--- src/rtl/wake_csum_pkg.sv ---
// Package of offsets, field positions, reset values and states for the wake and checksum bank.
//
// Notes on behaviour
// - After the eighth filter write the write pointer wraps to entry zero.
// - Filter reads return stored entries in order, read pointer advancing per read.
// - With unicast wake enabled, a frame with group bit zero ends power saving.
// - Wake frame seen flag sets on a valid wake frame; software clears it.
// - Magic frame seen flag sets on a valid magic frame; software clears it.
// - Wake frame enable turns on wake frame detection using the filter contents.
// - Magic wake enable turns magic frame wakeup on; clear means it is off.
// - Transmit checksum enable bypasses the engine at 0, engages at 1; resets 0.
// - Start select 0 starts after 14 bytes; 1 starts at the layer-3 header.
// - Receive checksum enable bypasses the engine at 0, engages at 1; resets 0.
// - The VLAN tag identifier marks VLAN tags for the engine; resets to all ones.
`default_nettype none
package wake_csum_pkg;
  localparam int unsigned ADDR_W         = 8;
  localparam int unsigned DATA_W         = 32;
  localparam logic [7:0]  OFS_FILTER     = 8'hA8;
  localparam logic [7:0]  OFS_WAKE       = 8'hAC;
  localparam logic [7:0]  OFS_CSUM       = 8'hB0;
  localparam logic [7:0]  OFS_VLAN       = 8'hB4;
  localparam int unsigned FILTER_WORDS   = 8;
  localparam int unsigned PTR_W          = 3;
  localparam int unsigned BIT_UNICAST_EN = 9;
  localparam int unsigned BIT_FRAME_SEEN = 6;
  localparam int unsigned BIT_MAGIC_SEEN = 5;
  localparam int unsigned BIT_FRAME_EN   = 2;
  localparam int unsigned BIT_MAGIC_EN   = 1;
  localparam int unsigned BIT_TX_CSUM_EN = 16;
  localparam int unsigned BIT_RX_START   = 1;
  localparam int unsigned BIT_RX_CSUM_EN = 0;
  localparam logic [31:0] FILTER_RESET   = 32'h0000_0000;
  localparam logic [15:0] VLAN_ID_RESET  = 16'hFFFF;
  localparam logic [7:0]  ETH_HDR_BYTES  = 8'h0E;
  localparam logic [7:0]  L3_START_BYTES = 8'h00;

  typedef enum logic [2:0] {
    PS_AWAKE  = 3'b001,
    PS_SLEEP  = 3'b010,
    PS_WAKING = 3'b100
  } power_state_t;
endpackage : wake_csum_pkg
`default_nettype wire

--- src/rtl/wake_filter_store.sv ---
// Indexed store of the wake frame filter words with separate read and write pointers.
`timescale 1ns/10ps
`default_nettype none
module wake_filter_store
  import wake_csum_pkg::*;
#(
  parameter int unsigned WORDS = FILTER_WORDS,
  parameter int unsigned WIDTH = DATA_W,
  parameter int unsigned PW    = PTR_W
) (
  input  wire logic               clock,
  input  wire logic               rstn,
  input  wire logic               wr_en,
  input  wire logic               rd_en,
  input  wire logic [WIDTH-1:0]   wdata,
  output logic      [WIDTH-1:0]   rd_word,
  output logic      [WORDS*WIDTH-1:0] contents,
  output logic      [PW-1:0]      wr_ptr_q,
  output logic      [PW-1:0]      rd_ptr_q
);
  logic [WIDTH-1:0] mem_q [WORDS];
  localparam logic [PW-1:0] LAST = PW'(WORDS - 1);

  always_ff @(posedge clock) begin
    if (!rstn) begin
      for (int i = 0; i < WORDS; i++) begin
        mem_q[i] <= FILTER_RESET[WIDTH-1:0];
      end
    end else if (wr_en) begin
      mem_q[wr_ptr_q] <= wdata;
    end
  end

  always_ff @(posedge clock) begin
    if (!rstn) begin
      wr_ptr_q <= '0;
    end else if (wr_en) begin
      wr_ptr_q <= (wr_ptr_q == LAST) ? '0 : wr_ptr_q + 1'b1;
    end
  end

  always_ff @(posedge clock) begin
    if (!rstn) begin
      rd_ptr_q <= '0;
    end else if (rd_en) begin
      rd_ptr_q <= (rd_ptr_q == LAST) ? '0 : rd_ptr_q + 1'b1;
    end
  end

  assign rd_word = mem_q[rd_ptr_q];

  for (genvar g = 0; g < WORDS; g++) begin : g_flat
    assign contents[g*WIDTH +: WIDTH] = mem_q[g];
  end
endmodule : wake_filter_store
`default_nettype wire

--- src/rtl/wake_csum_regs.sv ---
// Wake filter, wake control and status, and checksum offload control registers.
`timescale 1ns/10ps
`default_nettype none
module wake_csum_regs
  import wake_csum_pkg::*;
(
  input  wire logic                    clock,
  input  wire logic                    rstn,
  input  wire logic [ADDR_W-1:0]       reg_addr,
  input  wire logic [DATA_W-1:0]       reg_wdata,
  input  wire logic                    reg_write,
  input  wire logic                    reg_read,
  output logic      [DATA_W-1:0]       reg_rdata,
  input  wire logic                    wake_frame_match,
  input  wire logic                    magic_frame_match,
  input  wire logic                    rx_frame_done,
  input  wire logic                    rx_dest_group,
  input  wire logic                    sleep_request,
  output logic [FILTER_WORDS*DATA_W-1:0] wake_filter_contents,
  output logic                         wake_frame_enable,
  output logic                         magic_wake_enable,
  output logic                         unicast_wake_enable,
  output logic                         wake_frame_seen,
  output logic                         magic_frame_seen,
  output logic                         power_save,
  output logic                         wake_up,
  output logic                         tx_checksum_enable,
  output logic                         rx_checksum_enable,
  output logic                         rx_checksum_start_select,
  output logic [7:0]                   rx_checksum_start_bytes,
  output logic [15:0]                  vlan_tag_ident_one
);

  // ****************************************
  // Address decode
  // ****************************************

  function automatic logic hit(input logic [ADDR_W-1:0] a, input logic [7:0] ofs);
    hit = (a == ofs);
  endfunction : hit

  logic wr_filter;
  logic rd_filter;
  logic wr_wake;
  logic wr_csum;
  logic wr_vlan;

  assign wr_filter = reg_write && hit(reg_addr, OFS_FILTER);
  assign rd_filter = reg_read && hit(reg_addr, OFS_FILTER);
  assign wr_wake   = reg_write && hit(reg_addr, OFS_WAKE);
  assign wr_csum   = reg_write && hit(reg_addr, OFS_CSUM);
  assign wr_vlan   = reg_write && hit(reg_addr, OFS_VLAN);

  // ****************************************
  // Wake filter store
  // ****************************************

  logic [DATA_W-1:0] filter_word;
  logic [PTR_W-1:0]  filter_wr_ptr;
  logic [PTR_W-1:0]  filter_rd_ptr;

  wake_filter_store #(
    .WORDS (FILTER_WORDS),
    .WIDTH (DATA_W),
    .PW    (PTR_W)
  ) u_filter (
    .clock    (clock),
    .rstn     (rstn),
    .wr_en    (wr_filter),
    .rd_en    (rd_filter),
    .wdata    (reg_wdata),
    .rd_word  (filter_word),
    .contents (wake_filter_contents),
    .wr_ptr_q (filter_wr_ptr),
    .rd_ptr_q (filter_rd_ptr)
  );

  // ****************************************
  // Wake control bits
  // ****************************************

  always_ff @(posedge clock) begin
    if (!rstn) begin
      wake_frame_enable <= 1'b0;
    end else if (wr_wake) begin
      wake_frame_enable <= reg_wdata[BIT_FRAME_EN];
    end
  end

  always_ff @(posedge clock) begin
    if (!rstn) begin
      magic_wake_enable <= 1'b0;
    end else if (wr_wake) begin
      magic_wake_enable <= reg_wdata[BIT_MAGIC_EN];
    end
  end

  always_ff @(posedge clock) begin
    if (!rstn) begin
      unicast_wake_enable <= 1'b0;
    end else if (wr_wake) begin
      unicast_wake_enable <= reg_wdata[BIT_UNICAST_EN];
    end
  end

  // ****************************************
  // Wake event flags
  // ****************************************

  logic frame_event;
  logic magic_event;
  logic unicast_event;

  assign frame_event   = wake_frame_match && wake_frame_enable;
  assign magic_event   = magic_frame_match && magic_wake_enable;
  assign unicast_event = rx_frame_done && !rx_dest_group && unicast_wake_enable;

  // A new event in the clearing cycle keeps the flag set.
  // wake frame flag
  always_ff @(posedge clock) begin
    if (!rstn) begin
      wake_frame_seen <= 1'b0;
    end else if (frame_event) begin
      wake_frame_seen <= 1'b1;
    end else if (wr_wake && reg_wdata[BIT_FRAME_SEEN]) begin
      wake_frame_seen <= 1'b0;
    end
  end

  always_ff @(posedge clock) begin
    if (!rstn) begin
      magic_frame_seen <= 1'b0;
    end else if (magic_event) begin
      magic_frame_seen <= 1'b1;
    end else if (wr_wake && reg_wdata[BIT_MAGIC_SEEN]) begin
      magic_frame_seen <= 1'b0;
    end
  end

  // ****************************************
  // Power saving state
  // ****************************************

  power_state_t ps_q;
  power_state_t ps_d;
  logic         wake_hit;

  assign wake_hit = frame_event || magic_event || unicast_event;

  always_comb begin
    ps_d = ps_q;
    case (ps_q)
      PS_AWAKE: begin
        if (sleep_request) begin
          ps_d = PS_SLEEP;
        end
      end
      PS_SLEEP: begin
        if (wake_hit) begin
          ps_d = PS_WAKING;
        end
      end
      PS_WAKING: begin
        ps_d = PS_AWAKE;
      end
      default: begin
        ps_d = PS_AWAKE;
      end
    endcase
  end

  always_ff @(posedge clock) begin
    if (!rstn) begin
      ps_q <= PS_AWAKE;
    end else begin
      ps_q <= ps_d;
    end
  end

  always_ff @(posedge clock) begin
    if (!rstn) begin
      power_save <= 1'b0;
      wake_up    <= 1'b0;
    end else begin
      power_save <= (ps_d == PS_SLEEP);
      wake_up    <= (ps_d == PS_WAKING);
    end
  end

  // ****************************************
  // Checksum offload control
  // ****************************************

  always_ff @(posedge clock) begin
    if (!rstn) begin
      tx_checksum_enable <= 1'b0;
    end else if (wr_csum) begin
      tx_checksum_enable <= reg_wdata[BIT_TX_CSUM_EN];
    end
  end

  always_ff @(posedge clock) begin
    if (!rstn) begin
      rx_checksum_enable <= 1'b0;
    end else if (wr_csum) begin
      rx_checksum_enable <= reg_wdata[BIT_RX_CSUM_EN];
    end
  end

  always_ff @(posedge clock) begin
    if (!rstn) begin
      rx_checksum_start_select <= 1'b0;
      rx_checksum_start_bytes  <= ETH_HDR_BYTES;
    end else if (wr_csum) begin
      rx_checksum_start_select <= reg_wdata[BIT_RX_START];
      rx_checksum_start_bytes  <= reg_wdata[BIT_RX_START] ? L3_START_BYTES : ETH_HDR_BYTES;
    end
  end

  always_ff @(posedge clock) begin
    if (!rstn) begin
      vlan_tag_ident_one <= VLAN_ID_RESET;
    end else if (wr_vlan) begin
      vlan_tag_ident_one <= reg_wdata[15:0];
    end
  end

  // ****************************************
  // Read data
  // ****************************************

  logic [DATA_W-1:0] wake_view;
  logic [DATA_W-1:0] csum_view;
  logic [DATA_W-1:0] rdata_d;

  always_comb begin
    wake_view                 = '0;
    wake_view[BIT_UNICAST_EN] = unicast_wake_enable;
    wake_view[BIT_FRAME_SEEN] = wake_frame_seen;
    wake_view[BIT_MAGIC_SEEN] = magic_frame_seen;
    wake_view[BIT_FRAME_EN]   = wake_frame_enable;
    wake_view[BIT_MAGIC_EN]   = magic_wake_enable;
    csum_view                 = '0;
    csum_view[BIT_TX_CSUM_EN] = tx_checksum_enable;
    csum_view[BIT_RX_START]   = rx_checksum_start_select;
    csum_view[BIT_RX_CSUM_EN] = rx_checksum_enable;
  end

  always_comb begin
    rdata_d = '0;
    if (reg_read) begin
      case (reg_addr)
        OFS_FILTER: begin
          rdata_d = filter_word;
        end
        OFS_WAKE: begin
          rdata_d = wake_view;
        end
        OFS_CSUM: begin
          rdata_d = csum_view;
        end
        OFS_VLAN: begin
          rdata_d = {16'h0000, vlan_tag_ident_one};
        end
        default: begin
          rdata_d = '0;
        end
      endcase
    end
  end

  always_ff @(posedge clock) begin
    if (!rstn) begin
      reg_rdata <= '0;
    end else begin
      reg_rdata <= rdata_d;
    end
  end
endmodule : wake_csum_regs
`default_nettype wire

--- config.mk ---
export PLATFORM = sky130hd
export DESIGN_NAME = wake_csum_regs
export DESIGN_NICKNAME = d
export VERILOG_FILES = /design/src/rtl/wake_csum_pkg.sv /design/src/rtl/wake_filter_store.sv /design/src/rtl/wake_csum_regs.sv
export SDC_FILE = /design/constraint.sdc
export NUM_CORES = 1
export LEC_CHECK = 0
export BUFFER_PORTS_ARGS = -buffer_cell sky130_fd_sc_hd__buf_2
export CAP_MARGIN = 20
export CORE_MARGIN = 4
export CORE_UTILIZATION = 55
export CTS_BUF_LIST = sky130_fd_sc_hd__clkbuf_8
export DETAILED_ROUTE_END_ITERATION = 7
export GPL_TIMING_DRIVEN = 0
export PLACE_DENSITY = 0.83
export SYNTH_ARGS = -nofsm -noshare
export SYNTH_HDL_FRONTEND = slang
export SYNTH_HIERARCHICAL = 1
export SYNTH_SLANG_ARGS = --single-unit
--- constraint.sdc ---
create_clock -name clock -period 6.4 [get_ports clock]
set_input_delay 1.28 -clock clock [delete_from_list [all_inputs] [get_ports clock]]
set_output_delay 1.28 -clock clock [all_outputs]
set_load 0.05 [all_outputs]
==> results of run 1 <==
## cell usage after synthesis (all sizes together)
cell type	n	area [um^2]
nor2	53	199
nor3	259	1310
nor4	1	6.26
buf	50	305
nand2b	3	18.8
a22o	1	8.76
and2	16	100
clkinv	33	124
or3	1	6.26
o2111ai	1	8.76
nor3b	1	7.51
inv	3	11.3
and4	2	17.5
nand4b	2	17.5
nand3b	3	22.5
clkbuf	48	180
a31o	1	8.76
nor2b	4	25.0
and3	3	18.8
mux4	64	1590
a21oi	4	20.0
conb	1	3.75
nor4b	1	8.76
dfxtp	71	1420
or4bb	1	11.3
o21ai	9	45.0
or3b	3	26.3
or4b	1	13.8
nand2	15	56.3
mux2i	25	250
ha	4	50.1
a22oi	16	120
edfxtp	256	7690
a311oi	2	17.5
a31oi	3	18.8
mux2	39	439
o21a	2	15.0
nand3	1	5.00
and3b	1	8.76
## cell type report
type	instances	area, um^2	area share (%)
buffer	98	485	2.74
inverter	36	135	0.764
sequential	327	9110	51.5
multi-input combinational	547	4580	25.9
timing repair buffer	373	2020	11.4
antenna	2	5.00	0.0283
tap	330	413	2.33
clock buffer	55	757	4.28
clock inverter	39	173	0.976
## final timing paths
kind / end / slack (ps) / cells after the start
worst min-delay path: ps_q[0] / 490 / 2
worst min register to register: ps_q[0] / 490 / 2
worst max register to register: reg_rdata[1] / 3690 / 7
worst max-delay path: u_filter/mem_q[3][13] / 1970 / 10
## per-stage QoR
step	cells	setup TNS, ps	cell area, um^2	hold slack, ps	utilization, %
after floorplan	1008	0	14200	432	-
after global placement	1703	-469450	16500	453	65.0
after detailed placement	1711	0	16800	480	66.1
after CTS	1805	0	17700	485	69.8
after global routing	1806	0	17700	526	69.8
final	1807	0	17700	487	69.8
## flip-flops by register name, summed over array words and instances (netlist names), named ones only
register                  count
power_save                    1
u_filter/mem_q              256
u_filter/rd_ptr_q             3
tx_checksum_enable            1
magic_frame_seen              1
wake_frame_enable             1
vlan_tag_ident_one           16
ps_q                          3
rx_checksum_enable            1
wake_frame_seen               1
unicast_wake_enable           1
rx_checksum_start_select      1
wake_up                       1
rx_checksum_start_bytes       1
reg_rdata                    32
magic_wake_enable             1
u_filter/wr_ptr_q             3
## critical path, stage by stage
cell	delay, ps
buf_2	140
nor3b_1	620
clkbuf_1	440
and3_1	270
clkbuf_1	270
nand2b_1	110
clkbuf_1	180
clkbuf_1	380
o21ai_4	710
buf_16	260
## where the power goes
group          switching, uW  internal [uW]  leakage, uW
logic                    419            119      0.00299
clock network            824            797     0.000557
registers               43.2           2350      0.00314
## logic make-up after synthesis
| kind of cell | synth area share (%) |
|---|---|
| simple gates | 13.2 |
| compound gates | 1.85 |
| other cells | 0.0264 |
| fa+ha+maj | 0.352 |
| mux | 16.1 |
| buf+inv | 4.37 |
| flops | 64.1 |
## layer usage
layer  up-vias  track usage [%]  part of all wire, %
li1       4738                -                    -
met1      5584             43.5                   34
met2      1030             56.3                   47
met3       190             9.43                   14
met4         0             17.5                  5.4
met5         -                0                    0
==> flow_metrics.py, run 1 <==
metrics = {
    "routing": {
        "vias": 11500,
        "routed_wl_um": 51500,
        "drtPass1Iterations": 7,
        "vias_per_cell": 6.39,
        "post-route-drc-count": 0,
        "postRouteAntennaNets": 0,
        "drt_iter0_markers": 1554,
        "post_drt_wl_per_cell_um": 28.5,
    },
    "global_route": {
        "overflow": 0,
        "grt_max_degree": 22,
        "grt_pass1_wl_um": 73400,
        "grt_pass1_vias": 11600,
        "antenna_found_initial": 1,
        "grtUsageTotal_pct": 34.8,
    },
    "synth": {
        "synth_cells": 1004,
        "ys_warn_count": 6,
        "syn_area_um2": 14200,
        "ys_seq_elements": 327,
        "seq_area_frac_synth_pct": 64.1,
        "avgSynthCellArea_um2": 14.2,
        "netlist-cell-type-count": 46,
    },
    "place": {
        "gp_congestion": 0.900,
        "pre_cts_ws_ps": 1570,
        "post-dp-hpwl_um": 36500,
        "port_buffers": 365,
    },
    "cts": {
        "numCtsBuffers": 52,
        "clockBufferDepth": 3,
        "cts_setup_buffers": 0,
        "clkTransAtPathRegs_ps": 60,
        "insertion_delay_ps": 590,
        "holdBufCountCts": 0,
        "cts_max_level": 2,
        "cts_resized": 0,
        "cts_sinks": 327,
        "cts-root-buf": "clkbuf_8",
        "tritoncts": "yes",
    },
    "floorplanning": {
        "dieArea_um2": 28500,
        "die_height_um": 169,
        "core.rowCount": 58,
        "initial_core_util_pct": 56.1,
        "die_w_um": 169,
        "core_um2": 25300,
        "ios": 371,
    },
    "status": {
        "outcome": "completed",
    },
    "power_and_ir_drop": {
        "ir_worst_vdd_mv": 0.196,
        "power.total_uw": 4550,
        "p_leak_uw": 0.00669,
        "p_per_area_nw_per_um2": 258,
    },
    "sta": {
        "worstMarginPinSlew_ps": 1080,
        "finalSetupViolCount": 0,
        "period_needed_ps": 4430,
        "fmax_mhz": 226,
        "maxSlewHeadroom_pct": 28.3,
        "final_max_slew_viol_count": 0,
        "fin_ws_ps": 1970,
        "period_share_pct": 69.2,
        "hold_violations": 0,
        "clock_skew_ps": 25.5,
        "rsz0062_at_grt": "no",
    },
    "job": {
        "drv_cap": 0,
    },
    "min_path": {
        "hold_class": "reg2reg",
        "min-delay-start": "ps_q[2]",
    },
    "final_layout": {
        "syn_to_final_growth_pct": 24.5,
        "n_fill_cell": 1723,
        "drive_above_1_share_pct": 37.2,
        "nNetsFinal": 1488,
        "layout_commonest_cell": "buf_2",
        "final_cell_mix": "buf_2, nor3_1, edfxtp_1",
    },
    "worst_setup_path": {
        "cp-start-kind": "input port",
        "cp.arrival_ps": 4690,
        "crit_start": "reg_addr[3]",
        "crit_path_end_kind": "register",
        "critPathMaxFanout": 18,
        "setup.worst_path.class": "in2reg",
        "cp.required_ps": 6660,
    },
}
Power figures use the tool's default switching activity.
==> run 2, diff against run 1 <==
- ABC_AREA: default -> 1
- CORE_UTILIZATION: 55 -> 50
- PLACE_DENSITY: 0.83 -> 0.78
- clock period: 6.4 -> 3.56 ns (I/O delays scaled with it)
==> flow_metrics.py, run 2 <==
metrics = {
    "status": {
        "outcome": "completed",
    },
    "global_route": {
        "grt_max_degree": 31,
        "overflow": 0,
        "antenna_found_initial": 2,
        "grt_pass1_wl_um": 82000,
        "grt_pass1_vias": 13800,
        "grtUsageTotal_pct": 32.6,
    },
    "synth": {
        "yosysTopAreaCellShare_pct": 49.6,
        "synthTopCellsByCount": "nand2_1, inv_1, nor2_1, edfxtp_1, nand3_1",
        "ys_warn_count": 6,
        "syn_area_um2": 15500,
        "async_flop_share_pct": 0,
        "synth-edff-count": 256,
        "synth.most_common_cell": "nand2_1",
        "avgSynthCellArea_um2": 8.59,
        "yosys_most_used_dff": "edfxtp_1",
        "netlist_top_cells_area": "edfxtp_1, nand2_1, dfxtp_1, inv_1, nor2_1",
        "ys_seq_elements": 327,
        "synth_cells": 1805,
        "netlist-cell-type-count": 29,
        "synth_top_area_cell": "edfxtp_1",
        "seq_area_frac_synth_pct": 58.8,
    },
    "min_path": {
        "min_delay_path_depth": 3,
        "hold_class": "in2reg",
        "holdPathEnd": "vlan_tag_ident_one[4]",
        "min-delay-start": "reg_wdata[4]",
    },
    "routing": {
        "vias_per_cell": 5.39,
        "post-route-drc-count": 0,
        "drtPass1Iterations": 8,
        "routed_wl_um": 57600,
        "postRouteAntennaNets": 0,
        "drt_iter0_markers": 1892,
        "post_drt_wl_per_cell_um": 21.5,
        "vias": 14400,
    },
    "worst_setup_path": {
        "max_stage_delay_ps": 540,
        "r2r_cells": 6,
        "r2r_slack_ps": 1330,
        "critPathMaxFanout": 17,
        "cp.arrival_ps": 3390,
        "cp-start-kind": "input port",
        "setup.worst_path.class": "in2reg",
        "critPathSlowestCell": "nand2_2",
        "cp.required_ps": 3830,
        "crit_path_end_kind": "register",
        "worstPathCellList": "buf_2 > inv_1 > nand2_1 > nor2_4 > nand2_4 > buf_2 > nor2_1 > nand2_2 > nor2_4 > nand2_2 > buf_2 > nand2_2 > buf_16",
        "crit-reg2reg-launch": "u_filter/wr_ptr_q[0]",
        "r2r-end": "u_filter/mem_q[1][31]",
    },
    "power_and_ir_drop": {
        "intPower_uw": 6050,
        "netSwitchingFraction_pct": 27.1,
        "p_sw_uw": 2250,
        "clockPowerShare_pct": 37.9,
        "power.total_uw": 8300,
        "p_leak_uw": 0.00985,
        "ir_worst_vdd_mv": 0.251,
        "pwr-share-seq_pct": 51.5,
        "p_per_area_nw_per_um2": 435,
        "combPwrFrac_pct": 10.6,
    },
    "cts": {
        "tritoncts": "yes",
        "cts_resized": 0,
        "cts_sinks": 327,
        "cts_max_level": 2,
        "insertion_delay_ps": 580,
        "numCtsBuffers": 52,
        "clkTransAtPathRegs_ps": 60,
        "cts_setup_buffers": 0,
        "cts-root-buf": "clkbuf_8",
        "holdBufCountCts": 0,
        "clockBufferDepth": 3,
    },
    "final_layout": {
        "final_core_util_pct": 62.3,
        "final_cell_mix": "nand2_1, buf_2, inv_1",
        "drive_above_1_share_pct": 24.7,
        "syn_to_final_growth_pct": 23.0,
        "top_register": "u_filter/mem_q",
        "largest_reg_flops": 256,
        "nNetsFinal": 2288,
        "biggestRegsByFlops": "u_filter/mem_q: 256 flops, reg_rdata: 32 flops, vlan_tag_ident_one: 16 flops",
        "layout_commonest_cell": "nand2_1",
        "fin_area_um2": 19100,
    },
    "sta": {
        "period_share_pct": 87.7,
        "worstMarginPinSlew_ps": 797,
        "finalSetupViolCount": 0,
        "period_needed_ps": 3120,
        "hold_violations": 0,
        "rsz0062_at_grt": "no",
        "clock_skew_ps": 20.2,
        "final_max_slew_viol_count": 0,
        "fmax_mhz": 320,
        "maxSlewHeadroom_pct": 46.9,
    },
    "place": {
        "port_buffers": 364,
        "post-dp-hpwl_um": 40500,
        "dpl_cell_area_um2": 18000,
        "gp_congestion": 0.951,
    },
    "floorplanning": {
        "die_height_um": 184,
        "dieArea_um2": 33900,
        "core.rowCount": 64,
        "ios": 371,
        "initial_core_util_pct": 50.7,
        "core_um2": 30600,
        "die_w_um": 184,
    },
    "job": {
        "drv_cap": 0,
    },
}
run 2: worst max path at each step:
stage                       endpoint  depth (start not counted)         from
6_report       u_filter/mem_q[1][31]                         13  reg_addr[6]
3_3_place_gp   u_filter/mem_q[1][18]                         12  reg_addr[6]
4_1_cts        u_filter/mem_q[1][31]                         13  reg_addr[6]
2_1_floorplan   u_filter/mem_q[0][0]                         11  reg_addr[6]
3_5_place_dp   u_filter/mem_q[1][20]                         13  reg_addr[6]
5_1_grt        u_filter/mem_q[1][11]                         13  reg_addr[6]
run 2: cell families (layout without fill, tap and decap cells):
group                      count (synthesis)  in the layout  synth area share [%]
AOI/OAI and AO/OA                         20             20                 0.662
and+or+nand+nor                         1031           1031                  28.4
adders and majority gates                  4              4                 0.323
DFF                                      327            327                  58.8
other                                      1              7                0.0242
buffers and inverters                    422            890                  11.8
run 2: power by group through the flow:
stage                     Sequential, uW  Combinational (uW)  Clock [uW]
after floorplan                     4710                 216           0
after global placement              4360                 830           0
after detailed placement            4350                 868           0
after CTS                           4270                 871        3160
after global routing                4280                 914        3360
final                               4270                 878        3150
run 2: stage by stage:
step,std cells,hold WS [ps],TNS (ps),setup WS [ps]
after detailed placement,2577,474,-1790,-90.4
after global routing,2674,357,0,345
final,2675,355,0,438
after floorplan,1809,487,0,448
after global placement,2569,463,-190330,-834
after CTS,2673,346,0,502
run 2: metal layers:
metal / track usage [%] / share of wire, %
met1: 41.9 / 35
met5: 0 / 0
met3: 6.91 / 13
met2: 51.5 / 45
met4: 18.8 / 7.0
run 2: critical path: cells and delay by family:
kind | cells | cell delay (ps)
AND/OR/NAND/NOR | 8 | 1690
buffers and inverters | 5 | 960
run 2: area by class of cell:
class / count / area (um^2)
Multi-Input combinational cell: 1060 / 4600
Antenna cell: 2 / 5.00
Clock inverter: 36 / 194
Inverter: 328 / 1230
Buffer: 94 / 594
Sequential cell: 327 / 9110
Timing Repair Buffer: 372 / 2000
Clock buffer: 60 / 826
Fill cell: 2616 / 11500
Tap cell: 396 / 495
